### src/fucc_pkg.sv
// Package: constants and carrier types for the float unit config control block
`default_nettype none
package fucc_pkg;

  // Main control register field positions
  localparam int unsigned MCR_WIDTH    = 32;
  localparam int unsigned MCR_MON_BIT      = 1;
  localparam int unsigned MCR_EMU_BIT      = 2;
  localparam int unsigned MCR_SWITCH_BIT   = 3;
  localparam int unsigned MCR_NATIVE_BIT   = 5;
  localparam int unsigned MCR_NO_WT_BIT    = 29;
  localparam int unsigned MCR_NO_CACHE_BIT = 30;
  localparam logic [31:0] MCR_RESET    = 32'h6000_0010;

  // Extension control register field positions
  localparam int unsigned XCR_VSAVE_BIT = 9;
  localparam int unsigned XCR_VEXC_BIT  = 10;
  localparam logic [31:0] XCR_RESET     = 32'h0000_0000;

  // Identify instruction leaf and feature bit positions
  localparam logic [31:0] ID_LEAF_FEAT  = 32'h0000_0001;
  localparam int unsigned FEAT_FLUSH    = 19;
  localparam int unsigned FEAT_VSTATE   = 24;
  localparam int unsigned FEAT_VEC1     = 25;
  localparam int unsigned FEAT_VEC2     = 26;

  // Range memory type register layout
  localparam int unsigned MTR_WIDTH     = 8;
  localparam logic [7:0]  MTYPE_UNCACHED = 8'h00;

  // Instruction class presented by the decoder
  typedef enum logic [1:0] {
    FUCC_OP_NONE  = 2'b00,
    FUCC_OP_FLOAT = 2'b01,
    FUCC_OP_WAIT  = 2'b10,
    FUCC_OP_OTHER = 2'b11
  } fucc_op_t;

  // Outcome of an issued instruction
  typedef enum logic [1:0] {
    FUCC_ACT_IDLE = 2'b00,
    FUCC_ACT_EXEC = 2'b01,
    FUCC_ACT_TRAP = 2'b10
  } fucc_act_t;

  // Page-level caching bits from a directory or table entry
  typedef struct packed {
    logic page_cache_disable_bit;
    logic page_write_through_bit;
  } fucc_page_t;

  // Effective caching decision for an access
  typedef struct packed {
    logic cacheable;
    logic write_through;
  } fucc_cache_t;

endpackage
`default_nettype wire

### src/fucc_dispatch.sv
// Dispatch decision for float and wait instructions from the control flags
`default_nettype none
module fucc_dispatch (
  // Control flags
  input  wire logic              emulate_float_flag,
  input  wire logic              monitor_coproc_flag,
  input  wire logic              task_switched_flag,
  // Instruction class
  input  wire fucc_pkg::fucc_op_t op,
  // Decision
  output var fucc_pkg::fucc_act_t act
);

  // Emulation traps every float op; task switch traps lazily saved state
  always_comb begin
    act = fucc_pkg::FUCC_ACT_IDLE;
    case (op)
      fucc_pkg::FUCC_OP_FLOAT: begin
        if (emulate_float_flag) begin
          act = fucc_pkg::FUCC_ACT_TRAP;
        end else if (task_switched_flag) begin
          act = fucc_pkg::FUCC_ACT_TRAP;
        end else begin
          act = fucc_pkg::FUCC_ACT_EXEC;
        end
      end
      fucc_pkg::FUCC_OP_WAIT: begin
        if (monitor_coproc_flag && task_switched_flag) begin
          act = fucc_pkg::FUCC_ACT_TRAP;
        end else begin
          act = fucc_pkg::FUCC_ACT_EXEC;
        end
      end
      fucc_pkg::FUCC_OP_OTHER: act = fucc_pkg::FUCC_ACT_EXEC;
      default:                 act = fucc_pkg::FUCC_ACT_IDLE;
    endcase
  end

endmodule
`default_nettype wire

### src/fucc_top.sv
// Float unit configuration control: control registers, dispatch, identify, cache setup
// Summary of operation
// - Reset clears emulate, monitor-coprocessor and native-error flags.
// - Emulate set traps every float instruction; clear lets the unit execute unless task-switched is set.
// - Monitor flag clear: wait instructions ignore task-switched flag.
// - Monitor and task-switched both set: wait instruction traps.
// - Native-error set reports errors internally, else via external interrupt.
// - Reset sets cache-disable and not-write-through; caches on when both clear.
// - Reset invalidates every internal cache line.
// - Page cache-disable and write-through bits steer page caching.
// - Model registers readable and writable by dedicated instructions.
// - All-zero range register means uncached; reset clears them all.
// - Identify leaf 1 returns vector bits 25, 26 and save/restore bit 24.
// - Identify leaf 1 reports cache-line flush support in bit 19.
`default_nettype none
module fucc_top #(
  parameter int unsigned CACHE_LINES  = 64,
  parameter int unsigned MODEL_REGS   = 16,
  parameter int unsigned RANGE_REGS   = 8,
  parameter logic [31:0] FEAT_OTHERS  = 32'h0000_0000
) (
  // Clock and reset
  input  wire logic                      mclk,
  input  wire logic                      rst_n,
  // Main and extension control register writes
  input  wire logic                      mcr_wr,
  input  wire logic [31:0]               mcr_wdata,
  input  wire logic                      xcr_wr,
  input  wire logic [31:0]               xcr_wdata,
  // Control register views
  output logic      [31:0]               main_control_register,
  output logic      [31:0]               extension_control_register,
  output logic                           os_vector_save_flag,
  output logic                           os_vector_except_flag,
  // Instruction issue
  input  wire logic                      issue,
  input  wire fucc_pkg::fucc_op_t        issue_op,
  output logic                           exec_go,
  output logic                           device_unavailable_trap,
  // Unmasked float exception reporting
  input  wire logic                      float_err,
  output logic                           float_err_internal,
  output logic                           float_err_external,
  // Identify instruction
  input  wire logic                      identify_instr,
  input  wire logic [31:0]               accumulator_register,
  output logic      [31:0]               feature_data_register,
  // Model register access
  input  wire logic                      model_reg_read_instr,
  input  wire logic                      model_reg_write_instr,
  input  wire logic [$clog2(MODEL_REGS)-1:0] model_idx,
  input  wire logic [31:0]               model_wdata,
  output logic      [31:0]               model_rdata,
  // Range memory type registers
  input  wire logic                      range_wr,
  input  wire logic [$clog2(RANGE_REGS)-1:0] range_idx,
  input  wire logic [7:0]                range_wdata,
  input  wire logic [$clog2(RANGE_REGS)-1:0] range_sel,
  output logic                           range_uncached,
  // Cache line fill and page caching
  input  wire logic                      line_fill,
  input  wire logic [$clog2(CACHE_LINES)-1:0] line_idx,
  output logic                           line_valid,
  input  wire fucc_pkg::fucc_page_t      page_bits,
  output var fucc_pkg::fucc_cache_t      cache_ctl,
  output logic                           caches_enabled
);

  // Index width of the range registers, used to size the loop compare
  localparam int unsigned RANGE_IW = $clog2(RANGE_REGS);

  logic [31:0]            mcr;
  logic [31:0]            next_mcr;
  logic [31:0]            xcr;
  logic [31:0]            next_xcr;
  logic [CACHE_LINES-1:0] valid;
  logic [CACHE_LINES-1:0] next_valid;
  logic [31:0]            model_mem [MODEL_REGS];
  logic [7:0]             range_mem [RANGE_REGS];
  logic                   emulate_float_flag;
  logic                   monitor_coproc_flag;
  logic                   native_error_flag;
  logic                   task_switched_flag;
  logic                   cache_disable_flag;
  logic                   not_write_through_flag;
  fucc_pkg::fucc_act_t    act;
  logic                   next_exec;
  logic                   next_trap;
  logic                   next_err_int;
  logic                   next_err_ext;
  logic [31:0]            next_feat;
  logic [31:0]            next_model_rdata;
  fucc_pkg::fucc_cache_t  next_cache_ctl;

  // Feature word built from the fixed capability bits
  function automatic logic [31:0] feat_word(input logic [31:0] others);
    logic [31:0] w;
    w = others;
    w[fucc_pkg::FEAT_VEC1]   = 1'b1;
    w[fucc_pkg::FEAT_VEC2]   = 1'b1;
    w[fucc_pkg::FEAT_VSTATE] = 1'b1;
    w[fucc_pkg::FEAT_FLUSH]  = 1'b1;
    return w;
  endfunction

  // Flag views of the main control register
  assign emulate_float_flag     = mcr[fucc_pkg::MCR_EMU_BIT];
  assign monitor_coproc_flag    = mcr[fucc_pkg::MCR_MON_BIT];
  assign native_error_flag      = mcr[fucc_pkg::MCR_NATIVE_BIT];
  assign task_switched_flag     = mcr[fucc_pkg::MCR_SWITCH_BIT];
  assign cache_disable_flag     = mcr[fucc_pkg::MCR_NO_CACHE_BIT];
  assign not_write_through_flag = mcr[fucc_pkg::MCR_NO_WT_BIT];

  // Instruction dispatch decision
  fucc_dispatch u_dispatch (
    .emulate_float_flag  (emulate_float_flag),
    .monitor_coproc_flag (monitor_coproc_flag),
    .task_switched_flag  (task_switched_flag),
    .op                  (issue ? issue_op : fucc_pkg::FUCC_OP_NONE),
    .act                 (act)
  );

  // Control register next values; extension bits are software-owned
  always_comb begin
    next_mcr = mcr;
    next_xcr = xcr;
    if (mcr_wr) begin
      next_mcr = mcr_wdata;
    end
    if (xcr_wr) begin
      next_xcr = xcr_wdata;
    end
  end

  // Cache line validity; fills only mark lines while caching is on
  always_comb begin
    next_valid = valid;
    if (line_fill && caches_enabled) begin
      next_valid[line_idx] = 1'b1;
    end
  end

  // Registered outputs for dispatch, errors, identify and caching
  always_comb begin
    next_exec    = (act == fucc_pkg::FUCC_ACT_EXEC);
    next_trap    = (act == fucc_pkg::FUCC_ACT_TRAP);
    next_err_int = float_err && native_error_flag;
    next_err_ext = float_err && !native_error_flag;
    next_feat    = feature_data_register;
    if (identify_instr) begin
      if (accumulator_register == fucc_pkg::ID_LEAF_FEAT) begin
        next_feat = feat_word(FEAT_OTHERS);
      end else begin
        next_feat = 32'h0000_0000;
      end
    end
    next_model_rdata = model_rdata;
    if (model_reg_read_instr) begin
      next_model_rdata = model_mem[model_idx];
    end
    // Page bits only refine caching; global disable wins
    next_cache_ctl.cacheable     = caches_enabled && !page_bits.page_cache_disable_bit;
    next_cache_ctl.write_through = page_bits.page_write_through_bit;
  end

  // Control state registers
  always_ff @(posedge mclk) begin
    if (!rst_n) begin
      mcr   <= fucc_pkg::MCR_RESET;
      xcr   <= fucc_pkg::XCR_RESET;
      valid <= '0;
    end else begin
      mcr   <= next_mcr;
      xcr   <= next_xcr;
      valid <= next_valid;
    end
  end

  // Output registers
  always_ff @(posedge mclk) begin
    if (!rst_n) begin
      exec_go                 <= 1'b0;
      device_unavailable_trap <= 1'b0;
      float_err_internal      <= 1'b0;
      float_err_external      <= 1'b0;
      feature_data_register   <= 32'h0000_0000;
      model_rdata             <= 32'h0000_0000;
      cache_ctl               <= '0;
    end else begin
      exec_go                 <= next_exec;
      device_unavailable_trap <= next_trap;
      float_err_internal      <= next_err_int;
      float_err_external      <= next_err_ext;
      feature_data_register   <= next_feat;
      model_rdata             <= next_model_rdata;
      cache_ctl               <= next_cache_ctl;
    end
  end

  // Model register storage; contents undefined after reset
  always_ff @(posedge mclk) begin
    if (model_reg_write_instr) begin
      model_mem[model_idx] <= model_wdata;
    end
  end

  // Range registers cleared at reset so every range starts uncached
  generate
    for (genvar i = 0; i < RANGE_REGS; i++) begin : g_range
      always_ff @(posedge mclk) begin
        if (!rst_n) begin
          range_mem[i] <= fucc_pkg::MTYPE_UNCACHED;
        end else if (range_wr && (range_idx == RANGE_IW'(i))) begin
          range_mem[i] <= range_wdata;
        end
      end
    end
  endgenerate

  // Status views
  assign main_control_register      = mcr;
  assign extension_control_register = xcr;
  assign os_vector_save_flag        = xcr[fucc_pkg::XCR_VSAVE_BIT];
  assign os_vector_except_flag      = xcr[fucc_pkg::XCR_VEXC_BIT];
  assign caches_enabled             = !cache_disable_flag && !not_write_through_flag;
  assign range_uncached             = (range_mem[range_sel] == fucc_pkg::MTYPE_UNCACHED);
  assign line_valid                 = valid[line_idx];

endmodule
`default_nettype wire

### config.mk
export PLATFORM = sky130hd
export DESIGN_NAME = fucc_top
export DESIGN_NICKNAME = d
export VERILOG_FILES = /design/src/fucc_pkg.sv /design/src/fucc_dispatch.sv /design/src/fucc_top.sv
export SDC_FILE = /design/constraint.sdc
export NUM_CORES = 1
export LEC_CHECK = 0
export BUFFER_PORTS_ARGS = -buffer_cell sky130_fd_sc_hd__buf_2
export CAP_MARGIN = 20
export CORE_MARGIN = 2
export CORE_UTILIZATION = 45
export CTS_CLUSTER_DIAMETER = 60
export DETAILED_ROUTE_END_ITERATION = 7
export PLACE_DENSITY_LB_ADDON = 0.08
export SLEW_MARGIN = 10
export SYNTH_ARGS = -nofsm -noshare
export SYNTH_HDL_FRONTEND = slang
export SYNTH_HIERARCHICAL = 1
export SYNTH_SLANG_ARGS = --single-unit
### constraint.sdc
create_clock -name mclk -period 3.63 [get_ports mclk]
set_input_delay 0.1815 -clock mclk [delete_from_list [all_inputs] [get_ports mclk]]
set_output_delay 0.1815 -clock mclk [all_outputs]
set_load 0.01 [all_outputs]
# ---- After elaboration in Yosys (flattened, before gate mapping)
# Memories as Yosys holds them, arrays and structs flattened. A register that Yosys moved wholly into a read port is not among the register bits.
# Cells that the tools add are included.
dict set report totals {
  ramBits 576
  ff_bits 166
  word_cells 103
  mem_count 2
  out_inout_bits 139
  inputBits 167
}
dict set report classes {
  n_eq_ne 13
  n_lt_le_gt_ge 2
  reduce_logical 22
  bitwise_logic 9
  n_mux 45
}
# name depth word_bits read_ports rd_clocked_by_memory_dff write_ports line_no
set mem_list {}
lappend mem_list {model_mem 16 32 1 1 1 fucc_top.sv:78} ;# logic [31:0] model_mem [MODEL_REGS];
lappend mem_list {range_mem 8 8 1 0 8 fucc_top.sv:79} ;# logic [7:0] range_mem [RANGE_REGS];
# op n
set ops {}
lappend ops {{$mux W8} 8}
lappend ops {{$or A64 B64 Y64} 1}
lappend ops {{$eq A32 B1 Y1 const B} 1}
lappend ops {{$mux W1} 29}
lappend ops {{$mux W27} 1}
lappend ops {{$logic_and A1 B1 Y1} 15}
lappend ops {{$eq A3 B3 Y1 const B} 4}
lappend ops {{$logic_not A8 Y1} 1}
lappend ops {{$mux W2} 4}
lappend ops {{$or A1 B1 Y1} 8}
lappend ops {{$lt A6 B7 Y1 const B} 1}
lappend ops {{$bmux W1 S6} 1}
lappend ops {{$demux W1 S6} 1}
lappend ops {{$eq A2 B2 Y1 const B} 3}
lappend ops {{$eq A3 B2 Y1 const B} 2}
lappend ops {{$ge A6 B1 Y1 const B} 1}
lappend ops {{$pmux W2 S3} 1}
lappend ops {{$logic_not A1 Y1} 5}
lappend ops {{$eq A2 B1 Y1 const B} 2}
lappend ops {{$eq A3 B1 Y1 const B} 1}
lappend ops {{$logic_not A3 Y1} 1}

# ---- Logic depth before layout (Yosys ltp)
dict set report depth {
  depth_word 6
  depth_mapped 7
  ltp_nobuf 5
}

# ---- Modules after synthesis
# Netlist, hierarchy kept.
# mod area_per_inst_um2 instances seq_area_each_um2 cells_each
set by_module_without_submodules {}
lappend by_module_without_submodules {fucc_top 28687.5 1 20639.8 1663}
lappend by_module_without_submodules {fucc_dispatch 35.0 1 0.0 5}

# ---- Worst setup path before layout
# Ideal clock, no wire load.
dict set report synth_timing {
  kind {input-to-reg}
  startpoint {input port model_idx[1]}
  endpoint {memory model_mem[0][0] (enable)}
  required_time_ns 3.169
  t_arrival_ns 2.982
  setup_ns 0.461
  slack_ns 0.187
  n_path_buf 3
  stages 4
  cell_sequence {buf_2 > buf_2 > buf_1 > nor3_1}
}
# element line_no
set synth_rtl {}
lappend synth_rtl {{from (decl)} fucc_top.sv:51} ;# input wire logic [$clog2(MODEL_REGS)-1:0] model_idx,
lappend synth_rtl {{to (decl)} fucc_top.sv:78}
# Straight into the memory's write port.

# ---- Worst setup path in the final report
dict set report layout_timing {
  startpoint {register valid[32]}
  endpoint {output port line_valid}
}
dict set report layout_via {
  elab_chain_cells 2
}
# element line_no
set layout_rtl {}
lappend layout_rtl {{from (decl)} fucc_top.sv:76} ;# logic [CACHE_LINES-1:0] valid;
lappend layout_rtl {{from (signal assigned)} fucc_top.sv:175} ;# valid <= next_valid;
lappend layout_rtl {{$bmux W1 S6} fucc_top.sv:227} ;# assign line_valid = valid[line_idx];
lappend layout_rtl {{$mux W1 (not written as such)} fucc_top.sv:227}
lappend layout_rtl {{to (decl)} fucc_top.sv:63} ;# output logic line_valid,
# No other way between the ends. The select of a mux whose other input is x is not followed.

==> reports/qor_table.md <==
| Quantity | Value | Unit |
|:---|:---|:---|
| Syn Inst Count | 1,668 | - |
| Input/output buffers | 277 | - |
| Crit path capture type | output port | - |
| Areal power density over the cells | 532 | nW/um^2 |
| Register clock-pin slew on the reported worst setup and hold paths | 0.06 | ns |
| Reported leakage power | 0.0122 | uW |
| Number of inserted filler cells in the final layout | 5,142 | - |
| Most common cell after layout, fill and taps aside | sky130_fd_sc_hd__edfxtp_1 | - |
| Core Footprint | 63,100 | um^2 |
| Type of origin of the critical path | flip-flop | - |
| Yosys Warn Count | 6 | - |
| Library cell occupying the most area in the post-synthesis netlist | sky130_fd_sc_hd__edfxtp_1 | - |
| Post-route cell area | 34,800 | um^2 |
| Top sig layer | met5 | - |
| Largest fanout on the critical path | 2 | - |
| DRC violations left | 0 | - |
| Least-Margin Pin Slew | 1.07 | ns |
| Via count of the first global-routing pass | 16,800 | - |
| Post-cts sizing count | 0 | - |
| Post-synthesis sequential area ratio | 0.719 | - |
| Area share of the leading cell type in the synthesized netlist | 0.602 | - |
| Cell area after technology mapping | 28,700 | um^2 |
| Outcome | complete, no violations | - |
| Wire length on met3 | 3.33 | mm |
| Detailed Route Iter0 Violations | 1,137 | - |
| Post-route setup TNS | 0 | ns |
| Maximum clock frequency | 0.442 | GHz |
| Clock network latency to the later pin of the worst-skew pair | 0.62 | ns |
| Max Transition Viols Final | 0 | - |
| Final setup violating endpoints | 0 | - |
| Post-Syn Area per Cell | 17.2 | um^2 |
| Top library cells by usage in the layout, fill and taps aside | sky130_fd_sc_hd__edfxtp_1, sky130_fd_sc_hd__buf_2, sky130_fd_sc_hd__dfxtp_1 | - |
| Crit path kind | reg2out | - |
| Total GRT Usage | 0.212 | - |
| Wire length of the first global-routing pass | 105 | mm |
| Number of CTS-inserted buffers | 80 | - |
| Antenna Diode Count | 0 | - |
| Final period utilization | 0.623 | - |
| Site Rows | 92 | - |
| Final global-route overflow total | 0 | - |
| Arrival time at the worst endpoint | 2.08 | ns |
| Met2 WL | 35.8 | mm |
| Total placed instance area | 31,100 | um^2 |
| Estimated wirelength of the detail-placed design | 40.9 | mm |
| Main area contributors after synthesis | sky130_fd_sc_hd__edfxtp_1, sky130_fd_sc_hd__dfxtp_1, sky130_fd_sc_hd__mux4_2, sky130_fd_sc_hd__mux2i_1, sky130_fd_sc_hd__nor2b_1 | - |
| Die outline area | 65,900 | um^2 |
| Post-synth ARST share | 0 | - |
| Last weighted congestion value of the routability-driven placer | 0.790 | - |
| Final ANT Viol Nets | 0 | - |
| Vias/cell | 5.45 | - |
| Tightest Hold Check Type | in2reg | - |
| Total of max-cap violations | 0 | - |
| Final min period | 2.26 | ns |
| Initial antenna violation count | 1 | - |
| Number of ports placed on the die boundary | 306 | - |
| Maximum buffer depth of the clock tree | 3 | - |
| Number of vias in the routed layout | 16,300 | - |
| EDFF count, synth | 576 | - |
| RSZ-0062 raised after global routing | false | - |
| Starting density of the core | 0.455 | - |
| Syn-to-layout area delta | 21.0 | % |
| Die W | 257 | um |
| Clock tree from TritonCTS | built | - |
| Req. time, crit path | 3.45 | ns |
| H-tree depth reported by CTS | 3 | - |
| CTS root buffer | sky130_fd_sc_hd__clkbuf_16 | - |
| Final Routed Wirelength | 70.0 | mm |
| Wire length per cell | 23.4 | um |
| Detailed-routing wirelength on met1 | 29.4 | mm |
| Ratio of cells with drive above 1 in the final layout | 0.278 | - |
| Number of nets in the finished design | 2,249 | - |
| Pin count of the biggest net entering global routing | 68 | - |
| Fin Clk Skew | 0.0163 | ns |
| Clock sink count | 743 | - |
| Predominant post-synthesis flop cell | sky130_fd_sc_hd__edfxtp_1 | - |
| Peak VDD IR | 0.382 | mV |
| First-pass DRT Iterations | 5 | - |
| Number of library cell types mapped by synthesis | 48 | - |
| Final Hold Violating Endpoints | 0 | - |
| Overall die height | 257 | um |
| Worst slew margin relative to its limit | 0.286 | - |
| Number of storage elements in the synthesis netlist | 743 | - |
-- worst max-delay path, cell delays in order, from the launching register on --
cell and delay (ns):
sky130_fd_sc_hd__dfxtp_1 0.31, sky130_fd_sc_hd__mux4_2 0.45, sky130_fd_sc_hd__a2bb2oi_1 0.14, sky130_fd_sc_hd__nand3_1 0.10, sky130_fd_sc_hd__and4_1 0.22, sky130_fd_sc_hd__nand4_1 0.09
sky130_fd_sc_hd__buf_2 0.15
-- cell families after synthesis --
logic type | Yosys count | share of synthesized area
muxes | 218 | 0.132
AOI/OAI and AO/OA | 202 | 0.0499
DFF | 743 | 0.719
buffers and inverters | 129 | 0.0241
other | 1 | 0.000131
and+or+nand+nor | 375 | 0.0749
-- worst paths after layout --
check	cells after the start	start	slack [ns]	to
max	6	valid[32]	1.37	line_valid
min	2	range_wdata[4]	0.02	range_mem[4][4]
max reg2reg	5	main_control_register[29]	1.90	valid[23]
min reg2reg	1	valid[35]	0.46	valid[35]
-- area by class of cell --
cell class	instances	area, um^2	area share
clock buffer	109	2180	0.0626
clock inverter	38	347	0.00997
inverter	1	3.75	0.000108
multi-input combinational	823	7630	0.220
sequential	743	20600	0.594
tap	846	1060	0.0304
timing repair buffer	433	2910	0.0836
-- per-stage QoR --
stage,total power [uW],instances,hold slack [ns],utilization,setup WS (ns)
2_1_floorplan,10300,1695,0.259,-,0.187
3_3_place_gp,10700,2733,0.364,0.494,0.997
3_5_place_dp,10800,2733,0.370,0.494,0.981
4_1_cts,18700,2988,0.00199,0.551,1.32
5_1_grt,19100,2993,0.0174,0.551,1.08
6_report,18500,2993,0.0199,0.551,1.37
-- synthesized netlist by cell type (9+ instances only) --
library cell               instances
sky130_fd_sc_hd__nand3b_1         36
sky130_fd_sc_hd__nor4_1           23
sky130_fd_sc_hd__dfxtp_1         167
sky130_fd_sc_hd__a21oi_1          26
sky130_fd_sc_hd__mux2i_1          83
sky130_fd_sc_hd__buf_4            38
sky130_fd_sc_hd__a221oi_1         33
sky130_fd_sc_hd__edfxtp_1        576
sky130_fd_sc_hd__a22o_1           36
sky130_fd_sc_hd__o21a_1           39
sky130_fd_sc_hd__buf_1             9
sky130_fd_sc_hd__nand3_1          19
sky130_fd_sc_hd__nor3_1           15
sky130_fd_sc_hd__o21ai_0          13
sky130_fd_sc_hd__o21ai_1          32
sky130_fd_sc_hd__nand2_1          26
sky130_fd_sc_hd__mux4_2          129
sky130_fd_sc_hd__clkbuf_1         59
sky130_fd_sc_hd__nor2b_1          94
sky130_fd_sc_hd__and2_1           71
sky130_fd_sc_hd__nor2_1           64
sky130_fd_sc_hd__buf_2            16
-- state kept, by name, indices dropped and copies added, names as in the netlist --
name / flops
float_err_external: 1
float_err_internal: 1
cache_ctl: 2
main_control_register: 32
range_mem: 64
exec_go: 1
model_rdata: 32
extension_control_register: 32
feature_data_register: 1
valid: 64
model_mem: 512
device_unavailable_trap: 1
-- report_power, final --
| part | switching [uW] | internal, uW | total [uW] | leakage, uW |
|---|---|---|---|---|
| Clock | 3250 | 4570 | 7830 | 0.00124 |
| Sequential | 84.9 | 9400 | 9480 | 0.00661 |
| Combinational | 660 | 520 | 1180 | 0.00439 |
| Total | 4000 | 14500 | 18500 | 0.0122 |
-- routing by layer --
layer  vias to the layer above  global-route usage
li1                       7338                   -
met1                      8437               0.281
met2                       419               0.362
met3                       108              0.0378
met4                         2              0.0570
met5                         -                   0
-- repair_timing --
item	4_1_cts	5_1_grt
hold buffers	108	0
buffers inserted	0	0
hold endpoints to repair	597	0
Power figures use the tool's default switching activity.
